===== config.mk =====
export PLATFORM = sky130hd
export DESIGN_NAME = startup_config
export DESIGN_NICKNAME = d
export VERILOG_FILES = /design/src/hw/startup_pkg.sv /design/src/hw/edge_if.sv /design/src/hw/edge_detect.sv /design/src/hw/startup_config.sv
export VERILOG_INCLUDE_DIRS = /design/src /design/src/hw
export SDC_FILE = /design/constraint.sdc
export NUM_CORES = 1
export LEC_CHECK = 0
export BUFFER_PORTS_ARGS = -buffer_cell sky130_fd_sc_hd__buf_4
export CAP_MARGIN = 10
export CORE_MARGIN = 2
export CORE_UTILIZATION = 55
export CTS_BUF_LIST = sky130_fd_sc_hd__clkbuf_16
export DETAILED_ROUTE_END_ITERATION = 6
export GPL_TIMING_DRIVEN = 0
export MAX_ROUTING_LAYER = met4
export PLACE_DENSITY = 0.81
export SKIP_CTS_REPAIR_TIMING = 1
export SLEW_MARGIN = 0
export SYNTH_ARGS = -nofsm -noshare
export SYNTH_HDL_FRONTEND = slang
export SYNTH_SLANG_ARGS = --single-unit

===== constraint.sdc =====
create_clock -name pclk -period 2.7 [get_ports pclk]
set_input_delay 0.135 -clock pclk [delete_from_list [all_inputs] [get_ports pclk]]
set_output_delay 0.135 -clock pclk [all_outputs]
set_load 0.01 [all_outputs]

===== src/hw/startup_defs.svh =====
// startup_defs.svh: offsets, field positions, reset values and timing counts
// assumes inclusion by bare name; definitions only
`ifndef STARTUP_DEFS_SVH
`define STARTUP_DEFS_SVH

// register byte offsets
`define OFF_STATUS      12'h000
`define OFF_MASK        12'h004
`define OFF_CONFIG      12'h008
`define OFF_START       12'h00C
`define OFF_RESTART     12'h010
`define OFF_RTC_DIV     12'h014

// status / mask bit positions
`define EV_NMI          0
`define EV_HALT         1
`define EV_RTC          2
`define EV_WIDTH        3

// config bit positions
`define CFG_NMI_EN      0
`define CFG_IAK_BLOCK   1
`define CFG_BRK_HALT    2
`define CFG_HALT_IRQ    3
`define CFG_RTC_SEL_LO  4
`define CFG_RTC_SEL_HI  5
`define CFG_WIDTH       6
// default: nmi enabled, iak blocks, break drives halt, halt irq, 60 Hz
`define CFG_RESET       6'h1F

`define MASK_RESET      3'h0
`define RESTART_STEP    16'h0004
`define HALT_PRIORITY   3'h7
`define HALT_VECTOR     9'h060

// timing: wake delay one second, rtc periods
`define CLK_HZ          100000000
`define WAKE_TIME_MS    1000
`define WAKE_CYCLES     (`CLK_HZ / 1000 * `WAKE_TIME_MS)
`define RTC50_CYCLES    (`CLK_HZ / 50)
`define RTC60_CYCLES    (`CLK_HZ / 60)
`define RTC800_CYCLES   (`CLK_HZ / 800)

`endif


===== src/hw/startup_pkg.sv =====
// startup_pkg: types shared by the startup block
// assumes startup_defs.svh is on the include path
package startup_pkg;
  typedef logic [15:0] word_t;
  typedef logic [2:0]  strap_t;
  typedef enum logic [1:0] {RTC_50, RTC_60, RTC_800, RTC_OFF} rtc_sel_t;
  typedef enum {WAKE_HOLD, WAKE_DONE} wake_state_t;
endpackage : startup_pkg


===== src/hw/edge_if.sv =====
// edge_if: carries event inputs into the edge detector and pulses back
// assumes one clock domain, pclk
`timescale 1ns/1ps
interface edge_if;
  logic [2:0] level;
  logic [2:0] rise;
  modport det  (input level, output rise);
  modport user (output level, input rise);
endinterface : edge_if


===== src/hw/edge_detect.sv =====
// edge_detect: rising edge pulses for three synchronous event levels
// assumes inputs are already synchronous to pclk
`timescale 1ns/1ps
module edge_detect (
  input  wire logic pclk,
  input  wire logic presetn,
  edge_if.det       ev
);
  logic [2:0] prev_r;
  logic [2:0] prev_nxt;

  // previous level for the edge compare
  always_comb begin
    prev_nxt = ev.level;
  end

  always_ff @(posedge pclk or negedge presetn) begin
    if (!presetn) begin
      prev_r <= 3'h0;
    end else begin
      prev_r <= prev_nxt;
    end
  end

  // a held level fires once only
  assign ev.rise = ev.level & ~prev_r;
endmodule : edge_detect


===== src/hw/startup_config.sv =====
// startup_config: start/restart address straps, wake-up delay, event routing
// assumes straps and bus lines are synchronous to pclk; apb master drives regs
// Operation
// - start address presented as first fetch
// - three straps pick one of eight addresses
// - restart address is start plus four
// - power-ok held negated one second
// - disable strap bypasses the wake delay
// - timeout nmi request edge triggered, gated
// - halt request level seven, edge triggered
// - bus timeout raises nmi except acknowledge
// - serial break drives halt, vector 140
// - config bits 5:4 select 50/60/800 Hz event
//
// The implementer's own choices: the APB register port and the placing of the registers.
`timescale 1ns/1ps
`include "startup_defs.svh"
module startup_config #(
  parameter int unsigned WAKE_CYCLES = `WAKE_CYCLES
) (
  input  wire logic                pclk,
  input  wire logic                presetn,
  input  wire logic                psel,
  input  wire logic                penable,
  input  wire logic                pwrite,
  input  wire logic [11:0]         paddr,
  input  wire logic [31:0]         pwdata,
  output logic [31:0]              prdata,
  output logic                     pready,
  output logic                     pslverr,
  input  wire startup_pkg::strap_t start_strap,
  input  wire logic                wake_disable,
  input  wire logic                backplane_power_ok,
  input  wire logic                bus_timeout_error,
  input  wire logic                interrupt_acknowledge_cycle,
  input  wire logic                serial_line_unit_break,
  input  wire logic                bus_halt_line_in,
  output startup_pkg::word_t       start_address,
  output startup_pkg::word_t       restart_address,
  output logic                     start_valid,
  output logic                     bus_power_ok,
  output logic                     timeout_nmi_request,
  output logic                     halt_irq_request,
  output logic [2:0]               halt_irq_priority,
  output logic [8:0]               halt_irq_vector,
  output logic                     bus_halt_line,
  output logic                     bus_event_line,
  output logic                     irq
);
  import startup_pkg::*;

  ////////////////////////////////////////////////////////////////////////
  // strap decode

  // eight strap codes to octal start addresses
  function automatic word_t decode_start(input strap_t s);
    case (s)
      3'h5:    decode_start = 16'h0000; // 000000
      3'h4:    decode_start = 16'h1000; // 010000
      3'h3:    decode_start = 16'h2000; // 020000
      3'h2:    decode_start = 16'h4000; // 040000
      3'h1:    decode_start = 16'h8000; // 100000
      3'h0:    decode_start = 16'hC000; // 140000
      3'h7:    decode_start = 16'hF400; // 172000
      default: decode_start = 16'hF600; // 173000
    endcase
  endfunction : decode_start

  // strap capture: in reset the address regs clear, first edge after takes straps
  logic  captured_r;
  logic  captured_nxt;
  word_t start_r;
  word_t start_nxt;
  word_t restart_r;
  word_t restart_nxt;

  always_comb begin
    captured_nxt = 1'b1;
    start_nxt    = start_r;
    restart_nxt  = restart_r;
    if (!captured_r) begin
      start_nxt   = decode_start(start_strap);
      restart_nxt = decode_start(start_strap) + `RESTART_STEP;
    end
  end

  always_ff @(posedge pclk or negedge presetn) begin
    if (!presetn) begin
      captured_r <= 1'b0;
      start_r    <= 16'h0000;
      restart_r  <= 16'h0000;
    end else begin
      captured_r <= captured_nxt;
      start_r    <= start_nxt;
      restart_r  <= restart_nxt;
    end
  end

  ////////////////////////////////////////////////////////////////////////
  // wake-up delay

  logic [31:0] wake_cnt_r;
  logic [31:0] wake_cnt_nxt;
  wake_state_t wake_r;
  wake_state_t wake_nxt;
  logic        pok_r;
  logic        pok_nxt;

  // counter holds power-ok negated; the strap passes the backplane signal through
  always_comb begin
    wake_nxt     = wake_r;
    wake_cnt_nxt = wake_cnt_r;
    case (wake_r)
      WAKE_HOLD: begin
        if (wake_cnt_r >= WAKE_CYCLES - 1) begin
          wake_nxt = WAKE_DONE;
        end else begin
          wake_cnt_nxt = wake_cnt_r + 32'h1;
        end
      end
      WAKE_DONE: wake_cnt_nxt = wake_cnt_r;
      default:   wake_nxt = WAKE_HOLD;
    endcase
    if (wake_disable) begin
      pok_nxt = backplane_power_ok;
    end else begin
      pok_nxt = (wake_r == WAKE_DONE);
    end
  end

  always_ff @(posedge pclk or negedge presetn) begin
    if (!presetn) begin
      wake_r     <= WAKE_HOLD;
      wake_cnt_r <= 32'h0;
      pok_r      <= 1'b0;
    end else begin
      wake_r     <= wake_nxt;
      wake_cnt_r <= wake_cnt_nxt;
      pok_r      <= pok_nxt;
    end
  end

  ////////////////////////////////////////////////////////////////////////
  // real-time clock dividers

  logic [20:0] div50_r, div50_nxt;
  logic [20:0] div60_r, div60_nxt;
  logic [16:0] div800_r, div800_nxt;
  logic [2:0]  rtc_r, rtc_nxt;       // 800, 60, 50 Hz square waves

  // each divider toggles its square wave at half period
  always_comb begin
    div50_nxt  = div50_r + 21'h1;
    div60_nxt  = div60_r + 21'h1;
    div800_nxt = div800_r + 17'h1;
    rtc_nxt    = rtc_r;
    if (div50_r == 21'((`RTC50_CYCLES / 2) - 1)) begin
      div50_nxt  = 21'h0;
      rtc_nxt[0] = ~rtc_r[0];
    end
    if (div60_r == 21'((`RTC60_CYCLES / 2) - 1)) begin
      div60_nxt  = 21'h0;
      rtc_nxt[1] = ~rtc_r[1];
    end
    if (div800_r == 17'((`RTC800_CYCLES / 2) - 1)) begin
      div800_nxt = 17'h0;
      rtc_nxt[2] = ~rtc_r[2];
    end
  end

  always_ff @(posedge pclk or negedge presetn) begin
    if (!presetn) begin
      div50_r  <= 21'h0;
      div60_r  <= 21'h0;
      div800_r <= 17'h0;
      rtc_r    <= 3'h0;
    end else begin
      div50_r  <= div50_nxt;
      div60_r  <= div60_nxt;
      div800_r <= div800_nxt;
      rtc_r    <= rtc_nxt;
    end
  end

  ////////////////////////////////////////////////////////////////////////
  // event routing

  logic [`CFG_WIDTH-1:0] cfg_r;
  logic                  halt_out_r, halt_out_nxt;
  logic                  evt_r, evt_nxt;
  rtc_sel_t              rtc_sel;
  edge_if                edges ();

  assign rtc_sel = rtc_sel_t'(cfg_r[`CFG_RTC_SEL_HI:`CFG_RTC_SEL_LO]);

  // break drives the halt line only when so configured
  always_comb begin
    halt_out_nxt = cfg_r[`CFG_BRK_HALT] & serial_line_unit_break;
    case (rtc_sel)
      RTC_50:  evt_nxt = rtc_r[0];
      RTC_60:  evt_nxt = rtc_r[1];
      RTC_800: evt_nxt = rtc_r[2];
      default: evt_nxt = 1'b0;
    endcase
  end

  // edge inputs: timeout (blocked in acknowledge), received halt, event line
  // acknowledge timeouts excluded
  assign edges.level[`EV_NMI]  = bus_timeout_error
                                 & ~(cfg_r[`CFG_IAK_BLOCK] & interrupt_acknowledge_cycle);
  assign edges.level[`EV_HALT] = bus_halt_line_in;
  assign edges.level[`EV_RTC]  = evt_r;

  edge_detect u_edge (
    .pclk    (pclk),
    .presetn (presetn),
    .ev      (edges.det)
  );

  logic nmi_r, nmi_nxt;
  logic hreq_r, hreq_nxt;

  // one-cycle request pulses from edges, gated by enables
  always_comb begin
    nmi_nxt  = edges.rise[`EV_NMI] & cfg_r[`CFG_NMI_EN];
    hreq_nxt = edges.rise[`EV_HALT] & cfg_r[`CFG_HALT_IRQ];
  end

  always_ff @(posedge pclk or negedge presetn) begin
    if (!presetn) begin
      halt_out_r <= 1'b0;
      evt_r      <= 1'b0;
      nmi_r      <= 1'b0;
      hreq_r     <= 1'b0;
    end else begin
      halt_out_r <= halt_out_nxt;
      evt_r      <= evt_nxt;
      nmi_r      <= nmi_nxt;
      hreq_r     <= hreq_nxt;
    end
  end

  ////////////////////////////////////////////////////////////////////////
  // apb registers and interrupt

  logic [`EV_WIDTH-1:0]  stat_r, stat_nxt;
  logic [`EV_WIDTH-1:0]  mask_r, mask_nxt;
  logic [`CFG_WIDTH-1:0] cfg_nxt;
  logic [31:0]           rdata_nxt;
  logic                  ready_nxt, err_nxt, irq_nxt;
  logic                  setup, wr;
  logic [`EV_WIDTH-1:0]  ev_set;

  assign setup  = psel & ~penable;
  assign wr     = psel & penable & pwrite & pready;
  assign ev_set = {edges.rise[`EV_RTC], hreq_nxt, nmi_nxt};

  // no wait state: ready rises in access cycle; set beats write-one-clear
  always_comb begin
    stat_nxt  = stat_r;
    mask_nxt  = mask_r;
    cfg_nxt   = cfg_r;
    rdata_nxt = prdata;
    ready_nxt = setup;
    err_nxt   = 1'b0;
    if (setup) begin
      case (paddr)
        `OFF_STATUS:  rdata_nxt = {29'h0, stat_r};
        `OFF_MASK:    rdata_nxt = {29'h0, mask_r};
        `OFF_CONFIG:  rdata_nxt = {26'h0, cfg_r};
        `OFF_START:   rdata_nxt = {16'h0, start_r};
        `OFF_RESTART: rdata_nxt = {16'h0, restart_r};
        `OFF_RTC_DIV: rdata_nxt = {29'h0, rtc_r};
        default: begin
          rdata_nxt = 32'h0;
          err_nxt   = 1'b1;
        end
      endcase
    end
    if (wr) begin
      case (paddr)
        `OFF_STATUS: stat_nxt = stat_r & ~pwdata[`EV_WIDTH-1:0];
        `OFF_MASK:   mask_nxt = pwdata[`EV_WIDTH-1:0];
        `OFF_CONFIG: cfg_nxt  = pwdata[`CFG_WIDTH-1:0];
        default:     cfg_nxt  = cfg_r;
      endcase
    end
    stat_nxt = stat_nxt | ev_set;
    irq_nxt  = |(stat_nxt & mask_nxt);
  end

  always_ff @(posedge pclk or negedge presetn) begin
    if (!presetn) begin
      stat_r  <= 3'h0;
      mask_r  <= `MASK_RESET;
      cfg_r   <= `CFG_RESET;
      prdata  <= 32'h0;
      pready  <= 1'b0;
      pslverr <= 1'b0;
      irq     <= 1'b0;
    end else begin
      stat_r  <= stat_nxt;
      mask_r  <= mask_nxt;
      cfg_r   <= cfg_nxt;
      prdata  <= rdata_nxt;
      pready  <= ready_nxt;
      pslverr <= err_nxt;
      irq     <= irq_nxt;
    end
  end

  ////////////////////////////////////////////////////////////////////////
  // outputs from flip-flops, except the constant halt priority and vector
  // start address to program counter load
  assign start_address       = start_r;
  assign restart_address     = restart_r;
  assign start_valid         = captured_r;
  assign bus_power_ok        = pok_r;
  assign timeout_nmi_request = nmi_r;
  assign halt_irq_request    = hreq_r;
  assign halt_irq_priority   = `HALT_PRIORITY;
  assign halt_irq_vector     = `HALT_VECTOR;
  assign bus_halt_line       = halt_out_r;
  assign bus_event_line      = evt_r;
endmodule : startup_config


### Yosys cells after proc, flatten, opt, wreduce, memory -nomap -nowiden

Index checks and enable logic that the tools add are counted.

| storage, ports and cells | value |
|---|---|
| bits in registers | 214 |
| bits in latches | 0 |
| bits in writable memories | 0 |
| ROM bits | 0 |
| memories kept | 0 |

| operators by class | value |
|---|---|
| add/subtract/negate cells | 5 |
| $mul | 0 |
| div/mod/pow operators | 0 |
| order comparisons | 1 |
| equality and inequality tests | 19 |
| shift operators | 0 |
| multiplexer cells | 16 |
| bitwise logic cells | 22 |
| reduce and logical (&&, ||, !) cells | 9 |

Operator list:

| cell | count |
|---|---|
| case mux 16 bit (7 select lines) | 1 |
| case mux 16 bit (6 select lines) | 1 |
| case mux 32 bit (2 select lines) | 1 |
| adder 21 x 1 -> 21 bit (second input constant) | 2 |
| equality test 21 x 20 -> 1 bit (second input constant) | 2 |
| two-way mux 21 bit | 2 |
| adder 32 x 1 -> 32 bit (second input constant) | 1 |
| equality test 32 x 1 -> 1 bit (second input constant) | 1 |
| equality test 32 x 2 -> 1 bit (second input constant) | 1 |
| >= comparator 32 x 27 -> 1 bit (second input constant) | 1 |
| logical NOT 32 bit | 1 |
| two-way mux 32 bit | 1 |
| equality test 12 x 4 -> 1 bit (second input constant) | 2 |
| equality test 12 x 5 -> 1 bit (second input constant) | 2 |
| adder 17 x 1 -> 17 bit (second input constant) | 1 |
| equality test 17 x 16 -> 1 bit (second input constant) | 1 |
| two-way mux 17 bit | 1 |
| adder 16 x 3 -> 16 bit (second input constant) | 1 |
| two-way mux 16 bit | 1 |
| equality test 12 x 3 -> 1 bit (second input constant) | 1 |
| logical NOT 12 bit | 1 |
| two-way mux 3 bit | 4 |
| AND 1 bit | 9 |
| AND 3 bit | 3 |
| 16 further kinds | 30 |

### Logic depth before layout (Yosys ltp)

Gate-level depths: netlist of the first run.

| logic depth | value |
|---|---|
| depth after elaboration | 8 |
| depth in mapped cells | 7 |

### By module

From an unflattened synthesis of the first run, not the netlist that was laid out.

| second synthesis, totals | value |
|---|---|
| cell total of the unflattened synthesis | 597 |
| area, all modules | 6472.5 µm² |

By module, submodules not included:

| module | times used | cells an instance | area an instance (µm²) | seq. area each (µm²) |
|---|---|---|---|---|
| startup_config | 1 | 591 | 6356.1 | 3384.5 |
| edge_detect | 1 | 6 | 116.4 | 75.1 |

### Least setup slack after synthesis of the first run

Ideal clock, no wire load.

| timing | value |
|---|---|
| path kind | register to register |
| from | reg div800_r[9] |
| to | reg rtc_r[2] |
| setup time | 79 ps |
| data arrival time | 1800 ps |
| slack | 821 ps |
| stages on the path, launching flop included | 5 |
| path buffers | 0 |
| cell sequence | dfrtp_1 or4b_1 or4_4 nor3_4 xor2_1 |

| on the way | value |
|---|---|
| cells in the longest elaborated chain, start to end | 1 |

RTL lines:

| what | RTL line | text |
|---|---|---|
| start, declared | startup_config.sv:148 | `logic [16:0] div800_r, div800_nxt;` |
| start signal, assigned | startup_config.sv:180 | `div800_r <= div800_nxt;` |
| equality test 17 x 16 -> 1 bit | startup_config.sv:165 | `` if (div800_r == 17'((`RTC800_CYCLES / 2) - 1)) begin `` |
| end signal, assigned | startup_config.sv:181 | `rtc_r <= rtc_nxt;` |
| end, declared | startup_config.sv:149 | `logic [2:0] rtc_r, rtc_nxt;` |

No other way between the ends.
A chain may end at the register's enable or synchronous reset.

### Worst setup path after layout of the first run

| timing | value |
|---|---|
| from | reg wake_cnt_r[30] |
| to | reg wake_cnt_r[20] |

| on the way | value |
|---|---|
| cells in the longest elaborated chain, start to end | 3 |

RTL lines:

| what | RTL line | text |
|---|---|---|
| start, declared | startup_config.sv:102 | `logic [31:0] wake_cnt_r;` |
| start signal, assigned | startup_config.sv:138 | `wake_cnt_r <= wake_cnt_nxt;` |
| >= comparator 32 x 27 -> 1 bit | startup_config.sv:115 | `if (wake_cnt_r >= WAKE_CYCLES - 1) begin` |
| NOT 1 bit (no line) | - |  |
| AND reduction 2 bit (no line) | - |  |

No other way between the ends.

==> results.json, run 1 <==
{
  "outcome": "completed",
  "grt_pass1_vias": 4680,
  "die_w_um": 112.8,
  "synth_area_per_cell_um2": 10.55,
  "firstDrtPassIters": 4,
  "grt_overflow": 0,
  "vias": 4739,
  "maxCapViolCount": 0,
  "power_frac_seq_pct": 44.9,
  "p_total_uw": 4666,
  "die_h_um": 112.8,
  "ios": 143,
  "wl_met2_um": 6579,
  "slew_headroom_pct": 35.27,
  "area_growth_pct": 24.60,
  "slew_violations": 0,
  "synth_enable_flop_cells": 0,
  "stdcell_area_um2": 8112,
  "synth_warnings": 0,
  "grt_max_degree": 79,
  "n_antenna_cell": 0,
  "hp-class": "in2reg",
  "crit_path_max_incr_delay_ps": 530,
  "die_area_um2": 12720,
  "clk_pin_slew_ps": 60,
  "fin_setup_tns_ps": 0,
  "place.gp.congestion": 0.8650,
  "rsz0062_at_grt": "no",
  "crit_fanout": 10,
  "ys.flop_type": "dfrtp_1",
  "power.density_nw_per_um2": 575.3,
  "clock-sinks": 138,
  "worstSetupPathType": "reg2reg",
  "yosysUniqueCellTypes": 52,
  "design.core.area_um2": 11470,
  "timing.fmax_ghz": 0.4263,
  "grt_first_pass_wirelength_um": 21600,
  "pwr-share-comb_pct": 6.0,
  "fin_crit_sh_pct": 86.88,
  "ys_ff_latch": 138,
  "crit_chain": "nor4_1 -> nand3_1 -> o21ai_1 -> buf_2 -> nand4_1 -> xnor2_1",
  "placementRows": 39,
  "finalHoldViolations": 0,
  "drt-initial-drc-count": 290,
  "met3WireLength_um": 771,
  "setup_viol": 0,
  "h-tree-depth": 4,
  "p_int_uw": 3593,
  "synth_seq_area_share_pct": 53.14,
  "initial_core_util_pct": 56.77,
  "final_cell_mix": "dfrtp_1 (133), buf_4 (120), nand2_1 (53)",
  "crit_path_top_delay_cell": "o21ai_1",
  "leakage_uw": 0.003987,
  "track_usage_pct": 21.70,
  "routed_via_density": 5.151,
  "fillers": 804,
  "start_kind": "register",
  "portBuffers": 64,
  "drive_above_1_share_pct": 22.65,
  "vdd_drop_max_v": 0.0005201,
  "power_frac_clock_pct": 49.1,
  "p_sw_share_pct": 23.00,
  "wl_met1_um": 5363,
  "power.switching_uw": 1073,
  "dpl_cell_area_um2": 7388,
  "insertion_delay_ps": 420,
  "netlist_area_um2": 6510,
  "syn_inst": 617,
  "dpl.hpwl_um": 8990,
  "routed_wl_um": 12870,
  "cts_tree": "built",
  "antenna_left": 0,
  "post-route-min-period_ps": 2346,
  "dr.max_layer_used": "met4",
  "nets": 827,
  "antenna_found_initial": 0,
  "critPathArrivalTime_ps": 2650,
  "ctsLongestPathBuffers": 2,
  "clock_skew_ps": 7.445,
  "numCtsBuffers": 17,
  "cp-end-kind": "register",
  "layout_commonest_cell": "dfrtp_1",
  "worstPathRequired_ps": 3000,
  "tightest_slew_ps": 963.5,
  "wire_per_inst_um": 13.98,
  "ctsRootBufferMaster": "clkbuf_16",
  "ys_async_sr_fraction_pct": 100.0,
  "drc": 0
}
-- state kept, by name, indices dropped and copies added (netlist names) --
name,count
stat_r,3
halt_irq_request,1
pslverr,1
div50_r,21
pready,1
restart_address,1
mask_r,3
prdata,12
wake_r,1
bus_halt_line,1
start_address,6
rtc_r,3
bus_event_line,1
timeout_nmi_request,1
irq,1
u_edge.prev_r,3
cfg_r,6
start_valid,1
div800_r,17
bus_power_ok,1
wake_cnt_r,32
div60_r,21
-- power by group through the flow --
stage          logic, uW  clock network (uW)  registers, uW
2_1_floorplan        133                   0           2130
3_3_place_gp         254                   0           2130
3_5_place_dp         263                   0           2130
4_1_cts              265                2330           2100
5_1_grt              308                2430           2100
6_report             279                2290           2100
-- through the flow --
stage | utilization, % | hold slack (ps) | setup WS, ps | std cells
final | 70.74 | 4.104 | 354.2 | 920
after global routing | 70.74 | 2.519 | 200.7 | 920
after CTS | 69.60 | -293.5 | 361.4 | 907
after detailed placement | 64.43 | 159.7 | 373.4 | 875
after global placement | 64.16 | 270.8 | 401.7 | 874
after floorplan | - | -160.6 | 820.6 | 667
-- layout make-up --
type	count	area (um2)	area share, %
multi-input combinational	438	2680	33.04
sequential	138	3460	42.65
tap	143	178.9	2.206
clock buffer	17	425.4	5.244
buffer	75	498.0	6.139
timing repair buffer	78	641.9	7.913
inverter	16	60.06	0.7404
clock inverter	15	167.7	2.067
-- critical path: cells and delay by family, from the launching register on --
| kind | cells | cell delay (ps) |
|---|---|---|
| and+or+nand+nor | 3 | 800 |
| DFF | 1 | 380 |
| xor gates and xnor gates | 1 | 180 |
| buffers and inverters | 1 | 340 |
| AOI/OAI and AO/OA | 1 | 530 |
-- final timing paths --
check / startpoint / to / slack [ps] / cells past startpoint
max in group asynchronous: presetn / cfg_r[2]$_DFFE_PN1P_ / 1640 / 3
worst min-delay path: bus_timeout_error / u_edge.prev_r[0]$_DFF_PN0_ / 4 / 2
worst max register to register: wake_cnt_r[30]$_DFFE_PN0P_ / wake_cnt_r[20]$_DFFE_PN0P_ / 350 / 6
min in group asynchronous: presetn / wake_cnt_r[30]$_DFFE_PN0P_ / 260 / 2
worst min register to register: wake_cnt_r[29]$_DFFE_PN0P_ / wake_cnt_r[29]$_DFFE_PN0P_ / 460 / 1
worst max-delay path: wake_cnt_r[30]$_DFFE_PN0P_ / wake_cnt_r[20]$_DFFE_PN0P_ / 350 / 6
-- cells by family after synthesis --
logic type	Yosys count	synth area share, %
other cells	2	0.1154
mux	16	2.845
flops	138	53.14
compound gates	53	5.112
simple gates	235	18.89
fa+ha+maj	5	0.9610
xor+xnor	77	10.36
buf+inv	91	8.572
-- cells in the mapped netlist (2+ instances only) --
library cell	n	share of area [%]
dfrtp_1	133	51
buf_4	57	6.6
nand2_1	53	3.1
nor2_1	50	2.9
xnor2_1	49	6.6
nand3_1	39	3.0
xor2_1	28	3.8
and3_1	23	2.2
o21ai_0	22	1.7
nand4_1	19	1.8
clkbuf_1	16	0.92
inv_1	16	0.92
mux2_2	10	1.7
nor3_1	9	0.69
a22o_1	6	0.81
a21oi_1	5	0.38
a31oi_1	5	0.48
and4_1	5	0.67
dfstp_2	5	2.0
ha_1	5	0.96
mux2i_1	5	0.77
nand2b_1	5	0.48
nand3b_1	5	0.58
nor2b_1	5	0.48
and2_1	4	0.38
nor3b_1	3	0.35
nor4_1	3	0.29
nor4b_1	3	0.40
a22oi_1	2	0.23
buf_2	2	0.15
conb_1	2	0.12
o211ai_1	2	0.23
o31ai_1	2	0.23
-- layer usage --
metal	global-route usage [%]	up-vias
li1	-	2287
met1	25.43	2307
met2	36.57	131
met3	6.160	14
met4	6.585	0
met5	-	-
Note: power is estimated with default switching activity, not from simulation.
==> inputs of run 2 (changes only) <==
Settings changed: CORE_ASPECT_RATIO from default to 1.25.
==> run 2 against run 1 <==
Effect of this change:
- first-iteration DRC count up 19%
- via count up 1.7%
- largest cell class unchanged
- critical path depth up 1
- clock skew about the same
- worst hold slack better by 19 ps
- count of clock-buffer cells in the layout unchanged
- non-clock buffer count unchanged
- combinational power about the same
- global-route usage down 0.17 points
==> results.json, run 2 (synthesis gave the netlist of run 1 again) <==
{
  "fillers": 826,
  "ff_latch_area_um2": 3460,
  "power.density_nw_per_um2": 573.2,
  "dpl.hpwl_um": 8856,
  "routed_via_density": 5.268,
  "antenna_left": 0,
  "path_buf_inv": 2,
  "crit_fanout": 10,
  "tightest_slew_ps": 893.8,
  "busiest_layer": "met2",
  "cts_tree": "built",
  "holdPathStages": 3,
  "largest-register": "wake_cnt_r",
  "grt_overflow": 0,
  "design.core.area_um2": 11560,
  "grt_first_pass_wirelength_um": 21000,
  "grt_use_met2_pct": 35.45,
  "hp-class": "in2reg",
  "grt_use_met1_pct": 25.23,
  "holdWs_ps": 23.21,
  "grt_max_degree": 87,
  "fin_crit_sh_pct": 88.24,
  "antenna_found_initial": 0,
  "finalHoldViolations": 0,
  "portBuffers": 64,
  "drive_above_1_share_pct": 22.14,
  "final_cell_mix": "dfrtp_1 (133), buf_4 (120), nand2_1 (53)",
  "placementRows": 44,
  "worstPathRequired_ps": 2980,
  "start_kind": "register",
  "maxCapViolCount": 0,
  "outcome": "completed",
  "holdPathEnd": "start_address[9]$_DFFE_PN0N_",
  "rsz0062_at_grt": "no",
  "drc": 0,
  "clock-sinks": 138,
  "cpLargestDelayFamily": "simple AND/OR/NAND/NOR gates",
  "min_from": "start_strap[1]",
  "initial_core_util_pct": 56.31,
  "crit_chain": "inv_1 -> ha_1 -> nor4bb_1 -> nand3_1 -> nor4_2 -> clkbuf_1 -> nor2_1",
  "h-tree-depth": 4,
  "slew_headroom_pct": 39.95,
  "nets": 827,
  "layout_commonest_cell": "dfrtp_1",
  "timing.rr.start": "div60_r[0]$_DFF_PN0_",
  "firstDrtPassIters": 5,
  "largest_register_ffs": 32,
  "fin_setup_tns_ps": 0,
  "routed_wl_um": 13070,
  "top_regs": "wake_cnt_r x32, div50_r x21, div60_r x21",
  "crit_path_top_delay_cell": "nor4_2",
  "slew_violations": 0,
  "r2r_cells": 7,
  "ctsLongestPathBuffers": 2,
  "vias": 4820,
  "clk_pin_slew_ps": 60,
  "ios": 143,
  "crit_path_max_incr_delay_ps": 590,
  "n_antenna_cell": 0,
  "wire_per_inst_um": 14.29,
  "timing.fmax_ghz": 0.4197,
  "clock_skew_ps": 7.032,
  "dpl_cell_area_um2": 7382,
  "ctsRootBufferMaster": "clkbuf_16",
  "die_w_um": 101.3,
  "leakage_uw": 0.003990,
  "r2r_end": "div60_r[12]$_DFF_PN0_",
  "place.gp.congestion": 0.8419,
  "r2r_slack_ps": 320,
  "stdcell_area_um2": 8098,
  "insertion_delay_ps": 410,
  "post-route-min-period_ps": 2383,
  "track_usage_pct": 21.53,
  "numCtsBuffers": 17,
  "critPathArrivalTime_ps": 2660,
  "grtUsageMet3_pct": 5.216,
  "die_area_um2": 12730,
  "area_growth_pct": 24.39,
  "grt_pass1_vias": 4589,
  "multi_input_area_um2": 2684,
  "die_h_um": 125.6,
  "worst-path-stages": 7,
  "vdd_drop_max_v": 0.0004257,
  "worstSetupPathType": "reg2reg",
  "cp-end-kind": "register",
  "drt-initial-drc-count": 345,
  "setup_viol": 0
}
-- run 2: final cells by class --
cell class | count | share of cell area (%)
multi-input cells | 438 | 33.14
clock buffers | 17 | 5.253
plain buffers | 75 | 6.150
flip-flops and latches | 138 | 42.72
inverters | 16 | 0.7417
well taps | 138 | 2.132
repair buffers | 78 | 7.926
clock inverters | 15 | 1.931
-- run 2: how the worst max path moves through the flow --
| stage | slack [ps] | endpoint | start |
|---|---|---|---|
| after global placement | 440 | div60_r[19]$_DFF_PN0_ | div60_r[0]$_DFF_PN0_ |
| after global routing | 140 | div60_r[5]$_DFF_PN0_ | div60_r[0]$_DFF_PN0_ |
| after floorplan | 820 | rtc_r[2]$_DFFE_PN0N_ | div800_r[9]$_DFF_PN0_ |
| after CTS | 270 | wake_cnt_r[16]$_DFFE_PN0P_ | wake_cnt_r[30]$_DFFE_PN0P_ |
| final | 320 | div60_r[12]$_DFF_PN0_ | div60_r[0]$_DFF_PN0_ |
| after detailed placement | 350 | wake_cnt_r[16]$_DFFE_PN0P_ | wake_cnt_r[30]$_DFFE_PN0P_ |
-- run 2: layer usage --
| metal | up-vias | wire length (um) | share of wire, % |
|---|---|---|---|
| li1 | 2294 | - | - |
| met1 | 2352 | 5392 | 41 |
| met2 | 155 | 6815 | 52 |
| met3 | 19 | 658 | 5.0 |
| met4 | 0 | 204 | 1.6 |
| met5 | - | 0 | 0 |
-- run 2: worst reg2reg max path: stages, from the launching register on --
cell and delay [ps]:
dfrtp_1 410, inv_1 70, ha_1 150, nor4bb_1 360, nand3_1 150, nor4_2 590
clkbuf_1 420, nor2_1 100
-- run 2: through the flow --
step                setup slack (ps)  total power [uW]  utilization [%]  cells
global route                   140.3              4820            70.04    915
CTS                            268.9              4666            68.89    902
finish                         317.4              4642            70.04    915
detailed placement             348.3              2393            63.85    870
global placement               440.0              2382            63.58    869
floorplan                      820.6              2267                -    667
-- run 2: report_power, final --
| group | leakage [uW] | switching (uW) | internal, uW | total (uW) |
|---|---|---|---|---|
| Clock | 0.000280 | 836 | 1430 | 2270 |
| Sequential | 0.00182 | 12.1 | 2080 | 2100 |
| Combinational | 0.00189 | 140 | 139 | 279 |
| Total | 0.00399 | 988 | 3650 | 4640 |
